**src/verilog/qsg_consts.svh**
```systemverilog
// Constants of the abnormal-status reporting group: offsets, fields, resets.
// Assumes inclusion by bare name from package and modules; definitions only.
//
// Operation
// RL1 - Enable mask selects events for summary
// RL2 - Summary bit is OR of enabled events
// RL3 - Mask read/write, host limits range, resets zero
// RL4 - Event register read-only, latches filtered transitions
// RL5 - Reading event register returns then clears
// RL6 - Falling filter catches one-to-zero changes
// RL7 - Rising filter catches zero-to-one changes
// RL8 - Both filters set catch any change
// RL9 - Both filters clear catch nothing
// RL10 - Filter write in matching state sets event
// RL11 - Filters read/write, host limits range, reset zero
// RL12 - Condition register shows live inputs
// RL13 - Condition bits 0,1,4,9,10 used, rest zero
// RL14 - New event survives same-cycle clearing read
// RL15 - Reset clears events, captures inputs as reference
`ifndef QSG_CONSTS_SVH
`define QSG_CONSTS_SVH

`define QSG_WIDTH 16
`define QSG_ADDR_W 8

// ----------------------------------------------------------------------
// Register byte offsets
// ----------------------------------------------------------------------
`define QSG_OFS_COND 8'h00
`define QSG_OFS_EVENT 8'h04
`define QSG_OFS_ENABLE 8'h08
`define QSG_OFS_RISE 8'h0C
`define QSG_OFS_FALL 8'h10
`define QSG_OFS_IRQ_STAT 8'h14
`define QSG_OFS_IRQ_MASK 8'h18

// ----------------------------------------------------------------------
// Condition bit positions and the mask of implemented bits
// ----------------------------------------------------------------------
`define QSG_BIT_OV 0
`define QSG_BIT_OC 1
`define QSG_BIT_OT 4
`define QSG_BIT_RI 9
`define QSG_BIT_UNR 10
`define QSG_USED_MASK 16'h0613

// ----------------------------------------------------------------------
// Reset values, status byte position, interrupt status bits
// ----------------------------------------------------------------------
`define QSG_RST_ENABLE 16'h0000
`define QSG_RST_FILTER 16'h0000
`define QSG_STB_BIT 3
`define QSG_IRQ_W 2
`define QSG_IRQ_EVENT 0
`define QSG_IRQ_SUMMARY 1

`endif

```
**src/verilog/qsg_pkg.sv**
```systemverilog
// Types of the abnormal-status reporting group.
// Assumes qsg_consts.svh on the include path.
`include "qsg_consts.svh"

package qsg_pkg;
  typedef logic [`QSG_WIDTH-1:0] word_t;
  typedef logic [`QSG_ADDR_W-1:0] addr_t;

  // The five monitored protection and regulation signals.
  typedef struct packed {
    logic output_unregulated_flag;
    logic remote_inhibit_flag;
    logic overtemperature_flag;
    logic overcurrent_trip;
    logic overvoltage_trip;
  } abnormal_in_s;

  // APB request as seen by the slave.
  typedef struct packed {
    logic psel;
    logic penable;
    logic pwrite;
    addr_t paddr;
    logic [31:0] pwdata;
  } apb_req_s;
endpackage

```
**src/verilog/qsg_edge_filter.sv**
```systemverilog
// Per-bit transition filter: turns condition changes into set requests.
// Assumes cond and prev are on pclk; the parent owns the previous-state flop.
`timescale 1ns/10ps
`default_nettype none

module qsg_edge_filter #(
  parameter int WIDTH = 16
) (
  // Condition now and one cycle ago
  input wire logic [WIDTH-1:0] cond,
  input wire logic [WIDTH-1:0] prev,
  // Filters, and filter bits newly turned on by a write
  input wire logic [WIDTH-1:0] rising_edge_filter,
  input wire logic [WIDTH-1:0] falling_edge_filter,
  input wire logic [WIDTH-1:0] rise_armed,
  input wire logic [WIDTH-1:0] fall_armed,
  // Event set requests
  output logic [WIDTH-1:0] set_req
);
  initial begin
    if (WIDTH < 1) $error("qsg_edge_filter: WIDTH must be positive");
  end

  genvar i;
  generate
    for (i = 0; i < WIDTH; i++) begin : g_bit
      wire rise = cond[i] & ~prev[i];
      wire fall = ~cond[i] & prev[i];
      // Both filters on pass either change; both off pass none.
      wire pass_edge = (rise & rising_edge_filter[i]) // RL7 RL8 RL9
                     | (fall & falling_edge_filter[i]); // RL6
      // Turning a filter on while the level already matches counts as an event.
      wire pass_arm = (rise_armed[i] & cond[i]) | (fall_armed[i] & ~cond[i]); // RL10
      assign set_req[i] = pass_edge | pass_arm;
    end
  endgenerate
endmodule

`default_nettype wire

```
**src/verilog/qsg_sync.sv**
```systemverilog
// Two-flop synchroniser for a vector of asynchronous level inputs.
// Assumes inputs are slow levels; multi-bit skew of one cycle is acceptable.
`timescale 1ns/10ps
`default_nettype none

module qsg_sync #(
  parameter int WIDTH = 5
) (
  // Clock and reset
  input wire logic pclk,
  input wire logic presetn,
  // Data
  input wire logic [WIDTH-1:0] async_in,
  output logic [WIDTH-1:0] sync_out
);
  logic [WIDTH-1:0] meta_ff;

  initial begin
    if (WIDTH < 1) $error("qsg_sync: WIDTH must be positive");
  end

  always_ff @(posedge pclk or negedge presetn) begin
    if (!presetn) begin
      meta_ff <= '0;
      sync_out <= '0;
    end else begin
      meta_ff <= async_in;
      sync_out <= meta_ff;
    end
  end
endmodule

`default_nettype wire

```
**src/verilog/qsg_top.sv**
```systemverilog
// Abnormal-status reporting group: condition, filters, event, enable mask.
// Assumes an APB master on pclk and asynchronous protection monitor inputs.
//
// The implementer's own choices: the APB register port and the placing of the registers.
`timescale 1ns/10ps
`default_nettype none
`include "qsg_consts.svh"

module qsg_top (
  // Clock and reset
  input wire logic pclk,
  input wire logic presetn,
  // APB slave
  input wire logic psel,
  input wire logic penable,
  input wire logic pwrite,
  input wire qsg_pkg::addr_t paddr,
  input wire logic [31:0] pwdata,
  output logic [31:0] prdata,
  output logic pready,
  output logic pslverr,
  // Monitored conditions, asynchronous levels
  input wire qsg_pkg::abnormal_in_s abnormal_in,
  // Status byte summary and interrupt
  output logic abnormal_summary_bit,
  output logic [7:0] status_byte,
  output logic irq
);
  import qsg_pkg::*;

  // --------------------------------------------------------------------
  // Input synchronisation and condition word
  // --------------------------------------------------------------------
  localparam int NIN = $bits(abnormal_in_s);
  abnormal_in_s sync_in;
  logic [NIN-1:0] sync_vec;
  word_t cond_w;

  qsg_sync #(.WIDTH(NIN)) u_sync (
    .pclk(pclk),
    .presetn(presetn),
    .async_in(abnormal_in),
    .sync_out(sync_vec)
  );
  assign sync_in = abnormal_in_s'(sync_vec);

  // Unused positions are tied low so every register shows zero there.
  always_comb begin
    cond_w = '0;
    cond_w[`QSG_BIT_OV] = sync_in.overvoltage_trip; // RL13
    cond_w[`QSG_BIT_OC] = sync_in.overcurrent_trip;
    cond_w[`QSG_BIT_OT] = sync_in.overtemperature_flag;
    cond_w[`QSG_BIT_RI] = sync_in.remote_inhibit_flag;
    cond_w[`QSG_BIT_UNR] = sync_in.output_unregulated_flag;
  end

  // --------------------------------------------------------------------
  // Register state
  // --------------------------------------------------------------------
  word_t prev_ff, nxt_prev;
  logic ref_valid_ff;
  word_t event_ff, nxt_event;
  word_t enable_ff, nxt_enable;
  word_t rise_ff, nxt_rise;
  word_t fall_ff, nxt_fall;
  logic [`QSG_IRQ_W-1:0] irq_stat_ff, nxt_irq_stat;
  logic [`QSG_IRQ_W-1:0] irq_mask_ff, nxt_irq_mask;
  logic summary_ff;

  // --------------------------------------------------------------------
  // APB decode
  // --------------------------------------------------------------------
  // The access is taken once; the answer cycle must not repeat a write, clear or read.
  wire access = psel & penable & ~pready;
  wire wr_acc = access & pwrite;
  wire rd_acc = access & ~pwrite;
  wire hit_cond = (paddr == `QSG_OFS_COND);
  wire hit_event = (paddr == `QSG_OFS_EVENT);
  wire hit_enable = (paddr == `QSG_OFS_ENABLE);
  wire hit_rise = (paddr == `QSG_OFS_RISE);
  wire hit_fall = (paddr == `QSG_OFS_FALL);
  wire hit_istat = (paddr == `QSG_OFS_IRQ_STAT);
  wire hit_imask = (paddr == `QSG_OFS_IRQ_MASK);
  wire mapped = hit_cond | hit_event | hit_enable | hit_rise | hit_fall
              | hit_istat | hit_imask;
  // Writes to the read-only condition and event words are refused.
  wire bad_wr = wr_acc & (hit_cond | hit_event);
  wire err = access & (~mapped | bad_wr);
  wire [15:0] wdata16 = pwdata[15:0];
  wire wr_enable = wr_acc & hit_enable;
  wire wr_rise = wr_acc & hit_rise;
  wire wr_fall = wr_acc & hit_fall;
  wire rd_event = rd_acc & hit_event;

  // --------------------------------------------------------------------
  // Filter writes and transition detection
  // --------------------------------------------------------------------
  // Only the implemented positions are stored; the host keeps the range.
  assign nxt_enable = wr_enable ? (wdata16 & `QSG_USED_MASK) : enable_ff; // RL3
  assign nxt_rise = wr_rise ? (wdata16 & `QSG_USED_MASK) : rise_ff; // RL11
  assign nxt_fall = wr_fall ? (wdata16 & `QSG_USED_MASK) : fall_ff; // RL11
  wire [15:0] rise_armed = nxt_rise & ~rise_ff;
  wire [15:0] fall_armed = nxt_fall & ~fall_ff;
  word_t set_req;
  // No edge counts until the first synchronised sample becomes the reference.
  wire [15:0] prev_eff = ref_valid_ff ? prev_ff : cond_w;

  qsg_edge_filter #(.WIDTH(`QSG_WIDTH)) u_filter (
    .cond(cond_w),
    .prev(prev_eff),
    .rising_edge_filter(rise_ff),
    .falling_edge_filter(fall_ff),
    .rise_armed(rise_armed),
    .fall_armed(fall_armed),
    .set_req(set_req)
  );

  assign nxt_prev = cond_w; // RL12
  // A read clears the word but a same-cycle event still lands.
  assign nxt_event = (rd_event ? '0 : event_ff) | set_req; // RL4 RL5 RL14

  // --------------------------------------------------------------------
  // Summary and interrupt
  // --------------------------------------------------------------------
  wire nxt_summary = |(nxt_event & nxt_enable); // RL1 RL2
  wire [`QSG_IRQ_W-1:0] irq_evt = {nxt_summary & ~summary_ff, |set_req};
  wire [`QSG_IRQ_W-1:0] irq_clr = (wr_acc & hit_istat) ? pwdata[`QSG_IRQ_W-1:0] : '0;
  // Hardware set wins over a write-one-to-clear in the same cycle.
  assign nxt_irq_stat = (irq_stat_ff & ~irq_clr) | irq_evt;
  assign nxt_irq_mask = (wr_acc & hit_imask) ? pwdata[`QSG_IRQ_W-1:0] : irq_mask_ff;
  wire nxt_irq = |(nxt_irq_stat & nxt_irq_mask);

  // --------------------------------------------------------------------
  // Read data
  // --------------------------------------------------------------------
  // The event word is returned before the clear, since both use one edge.
  wire [15:0] rd16 = hit_cond ? cond_w :
                     hit_event ? event_ff :
                     hit_enable ? enable_ff :
                     hit_rise ? rise_ff :
                     hit_fall ? fall_ff :
                     hit_istat ? {14'h0000, irq_stat_ff} :
                     hit_imask ? {14'h0000, irq_mask_ff} : 16'h0000;
  wire [31:0] nxt_prdata = (rd_acc & mapped) ? {16'h0000, rd16} : 32'h0000_0000;

  // --------------------------------------------------------------------
  // Flip-flops
  // --------------------------------------------------------------------
  always_ff @(posedge pclk or negedge presetn) begin
    if (!presetn) begin
      event_ff <= '0; // RL15
      enable_ff <= `QSG_RST_ENABLE;
      rise_ff <= `QSG_RST_FILTER;
      fall_ff <= `QSG_RST_FILTER;
      prev_ff <= '0;
      ref_valid_ff <= 1'b0;
    end else begin
      event_ff <= nxt_event;
      enable_ff <= nxt_enable;
      rise_ff <= nxt_rise;
      fall_ff <= nxt_fall;
      prev_ff <= nxt_prev; // RL15
      ref_valid_ff <= 1'b1;
    end
  end

  always_ff @(posedge pclk or negedge presetn) begin
    if (!presetn) begin
      irq_stat_ff <= '0;
      irq_mask_ff <= '0;
      summary_ff <= 1'b0;
      irq <= 1'b0;
    end else begin
      irq_stat_ff <= nxt_irq_stat;
      irq_mask_ff <= nxt_irq_mask;
      summary_ff <= nxt_summary;
      irq <= nxt_irq;
    end
  end

  // Single-wait-state slave: the answer comes one cycle after the access phase.
  always_ff @(posedge pclk or negedge presetn) begin
    if (!presetn) begin
      prdata <= 32'h0000_0000;
      pready <= 1'b0;
      pslverr <= 1'b0;
    end else begin
      prdata <= nxt_prdata;
      pready <= access & ~pready;
      pslverr <= err & ~pready;
    end
  end

  always_ff @(posedge pclk or negedge presetn) begin
    if (!presetn) begin
      abnormal_summary_bit <= 1'b0;
      status_byte <= 8'h00;
    end else begin
      abnormal_summary_bit <= nxt_summary; // RL2
      status_byte <= {4'h0, nxt_summary, 3'h0};
    end
  end
endmodule

`default_nettype wire
```
**config.mk**
```make
export PLATFORM = sky130hd
export DESIGN_NAME = qsg_top
export DESIGN_NICKNAME = d
export VERILOG_FILES = /design/src/verilog/qsg_pkg.sv /design/src/verilog/qsg_edge_filter.sv /design/src/verilog/qsg_sync.sv /design/src/verilog/qsg_top.sv
export VERILOG_INCLUDE_DIRS = /design/src /design/src/verilog
export SDC_FILE = /design/constraint.sdc
export NUM_CORES = 1
export LEC_CHECK = 0
export ABC_AREA = 0
export BUFFER_PORTS_ARGS = -buffer_cell sky130_fd_sc_hd__clkbuf_2
export CAP_MARGIN = 20
export CELL_PAD_IN_SITES_DETAIL_PLACEMENT = 1
export CELL_PAD_IN_SITES_GLOBAL_PLACEMENT = 1
export CORE_MARGIN = 2
export CORE_UTILIZATION = 30
export DETAILED_ROUTE_END_ITERATION = 10
export GPL_ROUTABILITY_DRIVEN = 0
export GPL_TIMING_DRIVEN = 0
export HOLD_SLACK_MARGIN = 0.03
export PLACE_DENSITY = 0.69
export SETUP_SLACK_MARGIN = 0.05
export SKIP_LAST_GASP = 1
export SYNTH_ARGS = -nofsm -noshare
export SYNTH_HDL_FRONTEND = slang
export SYNTH_HIERARCHICAL = 1
export SYNTH_SLANG_ARGS = --single-unit
```
**constraint.sdc**
```tcl
create_clock -name pclk -period 2.5 [get_ports pclk]
set_input_delay 0.125 -clock pclk [delete_from_list [all_inputs] [get_ports pclk]]
set_output_delay 0.125 -clock pclk [all_outputs]
set_load 0.03 [all_outputs]
```
# After elaboration in Yosys (flattened, before gate mapping)
# Cells that the tools add are included.
# word_totals
reg_bits,120
input_bits,50
output_inout_bits,44
elab_cells,154
# classes
eq_ne,6
n_mux,15
bitwise_logic,114
n_reduce_logical,4
# op_table
operator,n
16-bit two-way mux,10
1-bit bitwise AND,52
1-bit bitwise OR,33
16-bit bitwise AND,2
16-bit OR reduction,2
8-bit by 5-bit equality test with 1-bit output (second input constant),3
8-bit by 4-bit equality test with 1-bit output (second input constant),2
16-bit inverter,1
16-bit bitwise OR,1
1-bit inverter,14
11-bit bitwise AND,1
11-bit two-way mux,1
11-bit inverter,1
8-bit by 3-bit equality test with 1-bit output (second input constant),1
8-bit logical NOT,1
2-bit two-way mux,4
1-bit bitwise AND (first input constant),5
2-bit bitwise AND,2
2-bit inverter,1
2-bit bitwise OR,1
2-bit OR reduction,1

# Logic depth before layout (Yosys ltp)
# logic_depth
word_depth,16
ltp_mapped,14
ltp_nobuf,13

# Cells and area by module
# The synthesis kept the hierarchy.
# modules_own_cells
module,instances,cells_per_inst,area_per_inst_um2,seq_area_each_um2
qsg_top,1,407,4324.1,2352.3
qsg_edge_filter,1,64,500.5,0.0
qsg_sync,1,10,250.2,250.2

# Least setup slack after synthesis
# OpenSTA, ideal clock, no wires.
# synth_timing
kind,register to register
start,reg pready
end,reg irq
setup_ns,0.135
arrival_time_ns,2.781
required_time_ns,2.365
path_slack_ns,-0.416
path_stages_with_launch,13
n_path_buf,2
period_less_slack_ns,2.916
path_cell_list,dfrtp_1 > and4b_1 > clkbuf_1 > nand2_1 > clkbuf_1 > nor3b_1 > a211oi_1 > a31oi_1 > a22o_1 > a2111oi_0 > o2111ai_1 > o31ai_4 > a31oi_1
# synth_between
elab_chain_len,16
elab_cells_between_ends,59
cone_classes,mux: 6; bitwise: 50; reduce/logical: 3
# synth_rtl
element,line,text
start: declaration,qsg_top.sv:20,"output logic pready,"
start signal: assignment,qsg_top.sv:189,pready <= access & ~pready;
1-bit inverter (*),qsg_top.sv:74,wire access = psel & penable & ~pready;
1-bit bitwise AND (*),qsg_top.sv:74,
1-bit bitwise AND (*),qsg_top.sv:75,wire wr_acc = access & pwrite;
1-bit bitwise AND (*),qsg_top.sv:92,wire wr_fall = wr_acc & hit_fall;
16-bit two-way mux (*),qsg_top.sv:101,assign nxt_fall = wr_fall ? (wdata16 & `QSG_USED_MASK) : fall_ff;
16-bit bitwise AND (*),qsg_top.sv:103,wire [15:0] fall_armed = nxt_fall & ~fall_ff;
net fall_armed[9],qsg_top.sv:103,
1-bit bitwise AND (*),qsg_edge_filter.sv:33,wire pass_arm = (rise_armed[i] & cond[i]) | (fall_armed[i] & ~cond[i]);
[2 not listed],-,
net set_req[9],qsg_top.sv:104,word_t set_req;
16-bit bitwise OR,qsg_top.sv:120,assign nxt_event = (rd_event ? '0 : event_ff) | set_req;
16-bit bitwise AND,qsg_top.sv:125,wire nxt_summary = |(nxt_event & nxt_enable);
16-bit OR reduction,qsg_top.sv:125,
1-bit bitwise AND,qsg_top.sv:126,"wire [`QSG_IRQ_W-1:0] irq_evt = {nxt_summary & ~summary_ff, |set_req};"
2-bit bitwise OR (*),qsg_top.sv:129,assign nxt_irq_stat = (irq_stat_ff & ~irq_clr) | irq_evt;
2-bit bitwise AND (*),qsg_top.sv:131,wire nxt_irq = |(nxt_irq_stat & nxt_irq_mask);
2-bit OR reduction (*),qsg_top.sv:131,
net nxt_irq,qsg_top.sv:131,
end signal: assignment,qsg_top.sv:177,irq <= nxt_irq;
end: declaration,qsg_top.sv:27,output logic irq
# The timed path passes the listed nets; every way through them passes the cells marked *.

# Final worst setup path
# Ends and elaborated chain as after synthesis.

==> key figures <==
Global route
  – Largest net degree at the start of global routing: 105
  – Vias in the first global route: 4,520
  – Gr usage total: 17.8%
  – Initial antenna violation count: 0
  – Grt ovf: 0
  – First-pass GRT wire length: 24,600 um

Synthesis
  – Ys flop type: dfrtp_1
  – Top cell type by total area after synthesis: dfrtp_1
  – YS warnings: 6
  – Top cell type's share of synthesized area: 51.3%
  – Mapped Cells: 481
  – Yosys cell types: 57
  – Yosys reg bits: 104
  – Ys async rst share: 100%
  – Avg Cell Area, Syn: 10.6 sq um
  – EDFF count, synth: 0
  – Synthesized cell area: 5070 sq um
  – Sequential share of the synthesized area: 51.3%
  – Synth top area cells: dfrtp_1 (51%), nand2b_4 (4.3%), buf_4 (3.6%)

Floorplan
  – Num ports: 94
  – Core area: 16,600 sq um
  – Die Width: 134 um
  – Rows: 47
  – Area of the die: 18,000 sq um
  – Initial Util: 30.6%
  – Die Ht: 134 um

Power and ir drop
  – Maximum vdd drop: 0.377 mV
  – Leakage: 2.98 nW
  – PwrDens: 541 nW/um^2

Drt
  – Via count: 4,344
  – DRC: 0
  – Routed WL: 15,600 um
  – DRT iter0 DRCs: 398
  – First-pass DRT Iterations: 5
  – Routed Antenna Nets: 0
  – Routed vias/inst: 5.01
  – Routed WL per cell: 18.0 um

Clock tree
  – Num CTS Buffers: 9
  – H-Tree Depth: 3
  – Worst-skew pair later-pin latency: 0.35 ns
  – CTS tree: yes
  – Clock tree root driver cell: clkbuf_16
  – Longest Clk Path Bufs: 2
  – Clk sink count: 104
  – Clock transition at path regs: 0.07 ns

Final layout
  – ANT cells: 0
  – Layout Area Growth over Synthesis: 31.9%
  – Final Util: 40.4%
  – Share of cells above drive strength 1: 26.9%
  – Most common cell after layout, fill and taps aside: dfrtp_1
  – # nets final: 692
  – Finished Layout Cells: 867
  – Highest-count cells in the layout ignoring fill and taps: dfrtp_1 (102), conb_1 (90), clkbuf_2 (45)
  – Post-route cell area: 6690 sq um
  – Filler Cells Inserted: 1,898

Timing
  – Max Clk Rate: 392 MHz
  – Final setup viols: 3
  – Worst slew pin tran: 1.13 ns
  – Clock skew: 0.00608 ns
  – Final hold vios: 0
  – Setup TNS: -0.0821 ns
  – RSZ-0062 raised after global routing: true
  – Final worst path period share: 102%
  – Period minus WS final: 2.55 ns
  – Slew Limit Fails: 0
  – Worst slew margin: 24.1%
  – Final setup margin: -0.0519 ns

Run status
  – Failing checks: negative setup slack
  – Status: finished with violations

Worst hold path
  – Hold_sp: pwdata[9]
  – Min-Delay Path Class: input port to register
  – Hold Path Depth: 3

Critical path
  – R2r startpoint: pready
  – Max Fanout on Critical Path: 5
  – Class of the most critical setup path: register to register
  – Worst Setup Start Kind: register
  – WP data arrival: 2.77 ns
  – Crit. End Element: register
  – Worst EP required: 2.72 ns
  – Worst Setup SP: pready
  – R2R cell count: 12

Placed design
  – Dpl hpwl: 10,800 um
  – Worst slack, placed: -1.27 ns
  – Placed Area: 5950 sq um
  – Placed Cells incl. Taps: 831
  – Buffers on Ports: 42

Flow run
  – Max-Cap Viols: 0
[registers in the layout, indices dropped and copies added, names as in the netlist]
| register | cells |
|---|---|
| enable_ff | 16 |
| event_ff | 16 |
| fall_ff | 16 |
| prdata | 16 |
| rise_ff | 16 |
| prev_ff | 5 |
| u_sync/meta_ff | 5 |
| u_sync/sync_out | 5 |
| irq_mask_ff | 2 |
| irq_stat_ff | 2 |
| irq | 1 |
| pready | 1 |
| pslverr | 1 |
| ref_valid_ff | 1 |
| status_byte | 1 |
[cells by family after synthesis]
logic type / after synthesis / share of synthesized area, %
AOI/OAI and AO/OA: 128 / 18.2
buffers and inverters: 74 / 7.30
other: 2 / 0.148
and+or+nand+nor: 158 / 19.8
DFF: 104 / 51.3
muxes: 15 / 3.25
[layer usage]
metal	vias up	wire (um)	GRT usage, %
met3	25	806	3.59
met1	2235	6660	22.8
li1	1956	-	-
met5	-	0	0
met2	128	7790	30.2
met4	0	344	6.08
[worst max-delay path, cell delays in order (launching register included)]
cell      delay, ns
dfrtp_2        0.37
and4b_1        0.22
buf_8          0.15
nand2_8        0.09
nor3b_2        0.05
a211oi_2       0.24
a31oi_4        0.08
buf_6          0.15
o21ai_4        0.17
o22ai_2        0.12
a221o_1        0.31
o31ai_4        0.32
a31oi_1        0.13
[final timing paths]
kind,to,slack [ns]
min,rise_ff[9],0.08
max,irq,-0.05
min reg2reg,u_sync/sync_out[2],0.35
max in group asynchronous,ref_valid_ff,1.40
min in group asynchronous,fall_ff[11],0.42
max reg2reg,irq,-0.05
[layout make-up]
class	instances	area, sq um	share of cell area (%)
tap	220	275	4.11
clock inverter	7	103	1.53
clock buffer	9	225	3.36
timing repair buffer	64	418	6.24
inverter	28	105	1.57
multi-input combinational	392	2690	40.1
sequential	104	2610	38.9
buffer	43	278	4.15
[synth_stat cells, drive strengths merged, types with 13 or more instances]
library cell	instances
dfrtp	104
nand2	40
inv	28
buf	27
and2	24
a21oi	22
a31oi	22
clkbuf	19
nor2	19
nand2b	18
a211oi	16
a222oi	13
[metrics by stage]
stage                     power [mW]  hold WS [ns]
after floorplan                 1.93        -0.171
after global placement          2.02         0.237
after detailed placement        2.03         0.236
after CTS                       3.64        0.0502
after global routing            3.78         0.114
final                           3.62        0.0796
[where the power goes]
group          leakage (nW)  switching, mW  internal (mW)
Combinational          1.52          0.214          0.120
Sequential             1.30         0.0190           1.70
Clock                 0.157          0.678          0.891
[what timing repair did]
item	CTS	global route
hold endpoints to repair	110	0
setup endpoints to repair	25	17
gates cloned	2	0
setup buffers	8	6
gates resized for setup	34	21
pin swaps	11	9
hold buffers	7	0
Note: power is estimated with default switching activity, not from simulation.
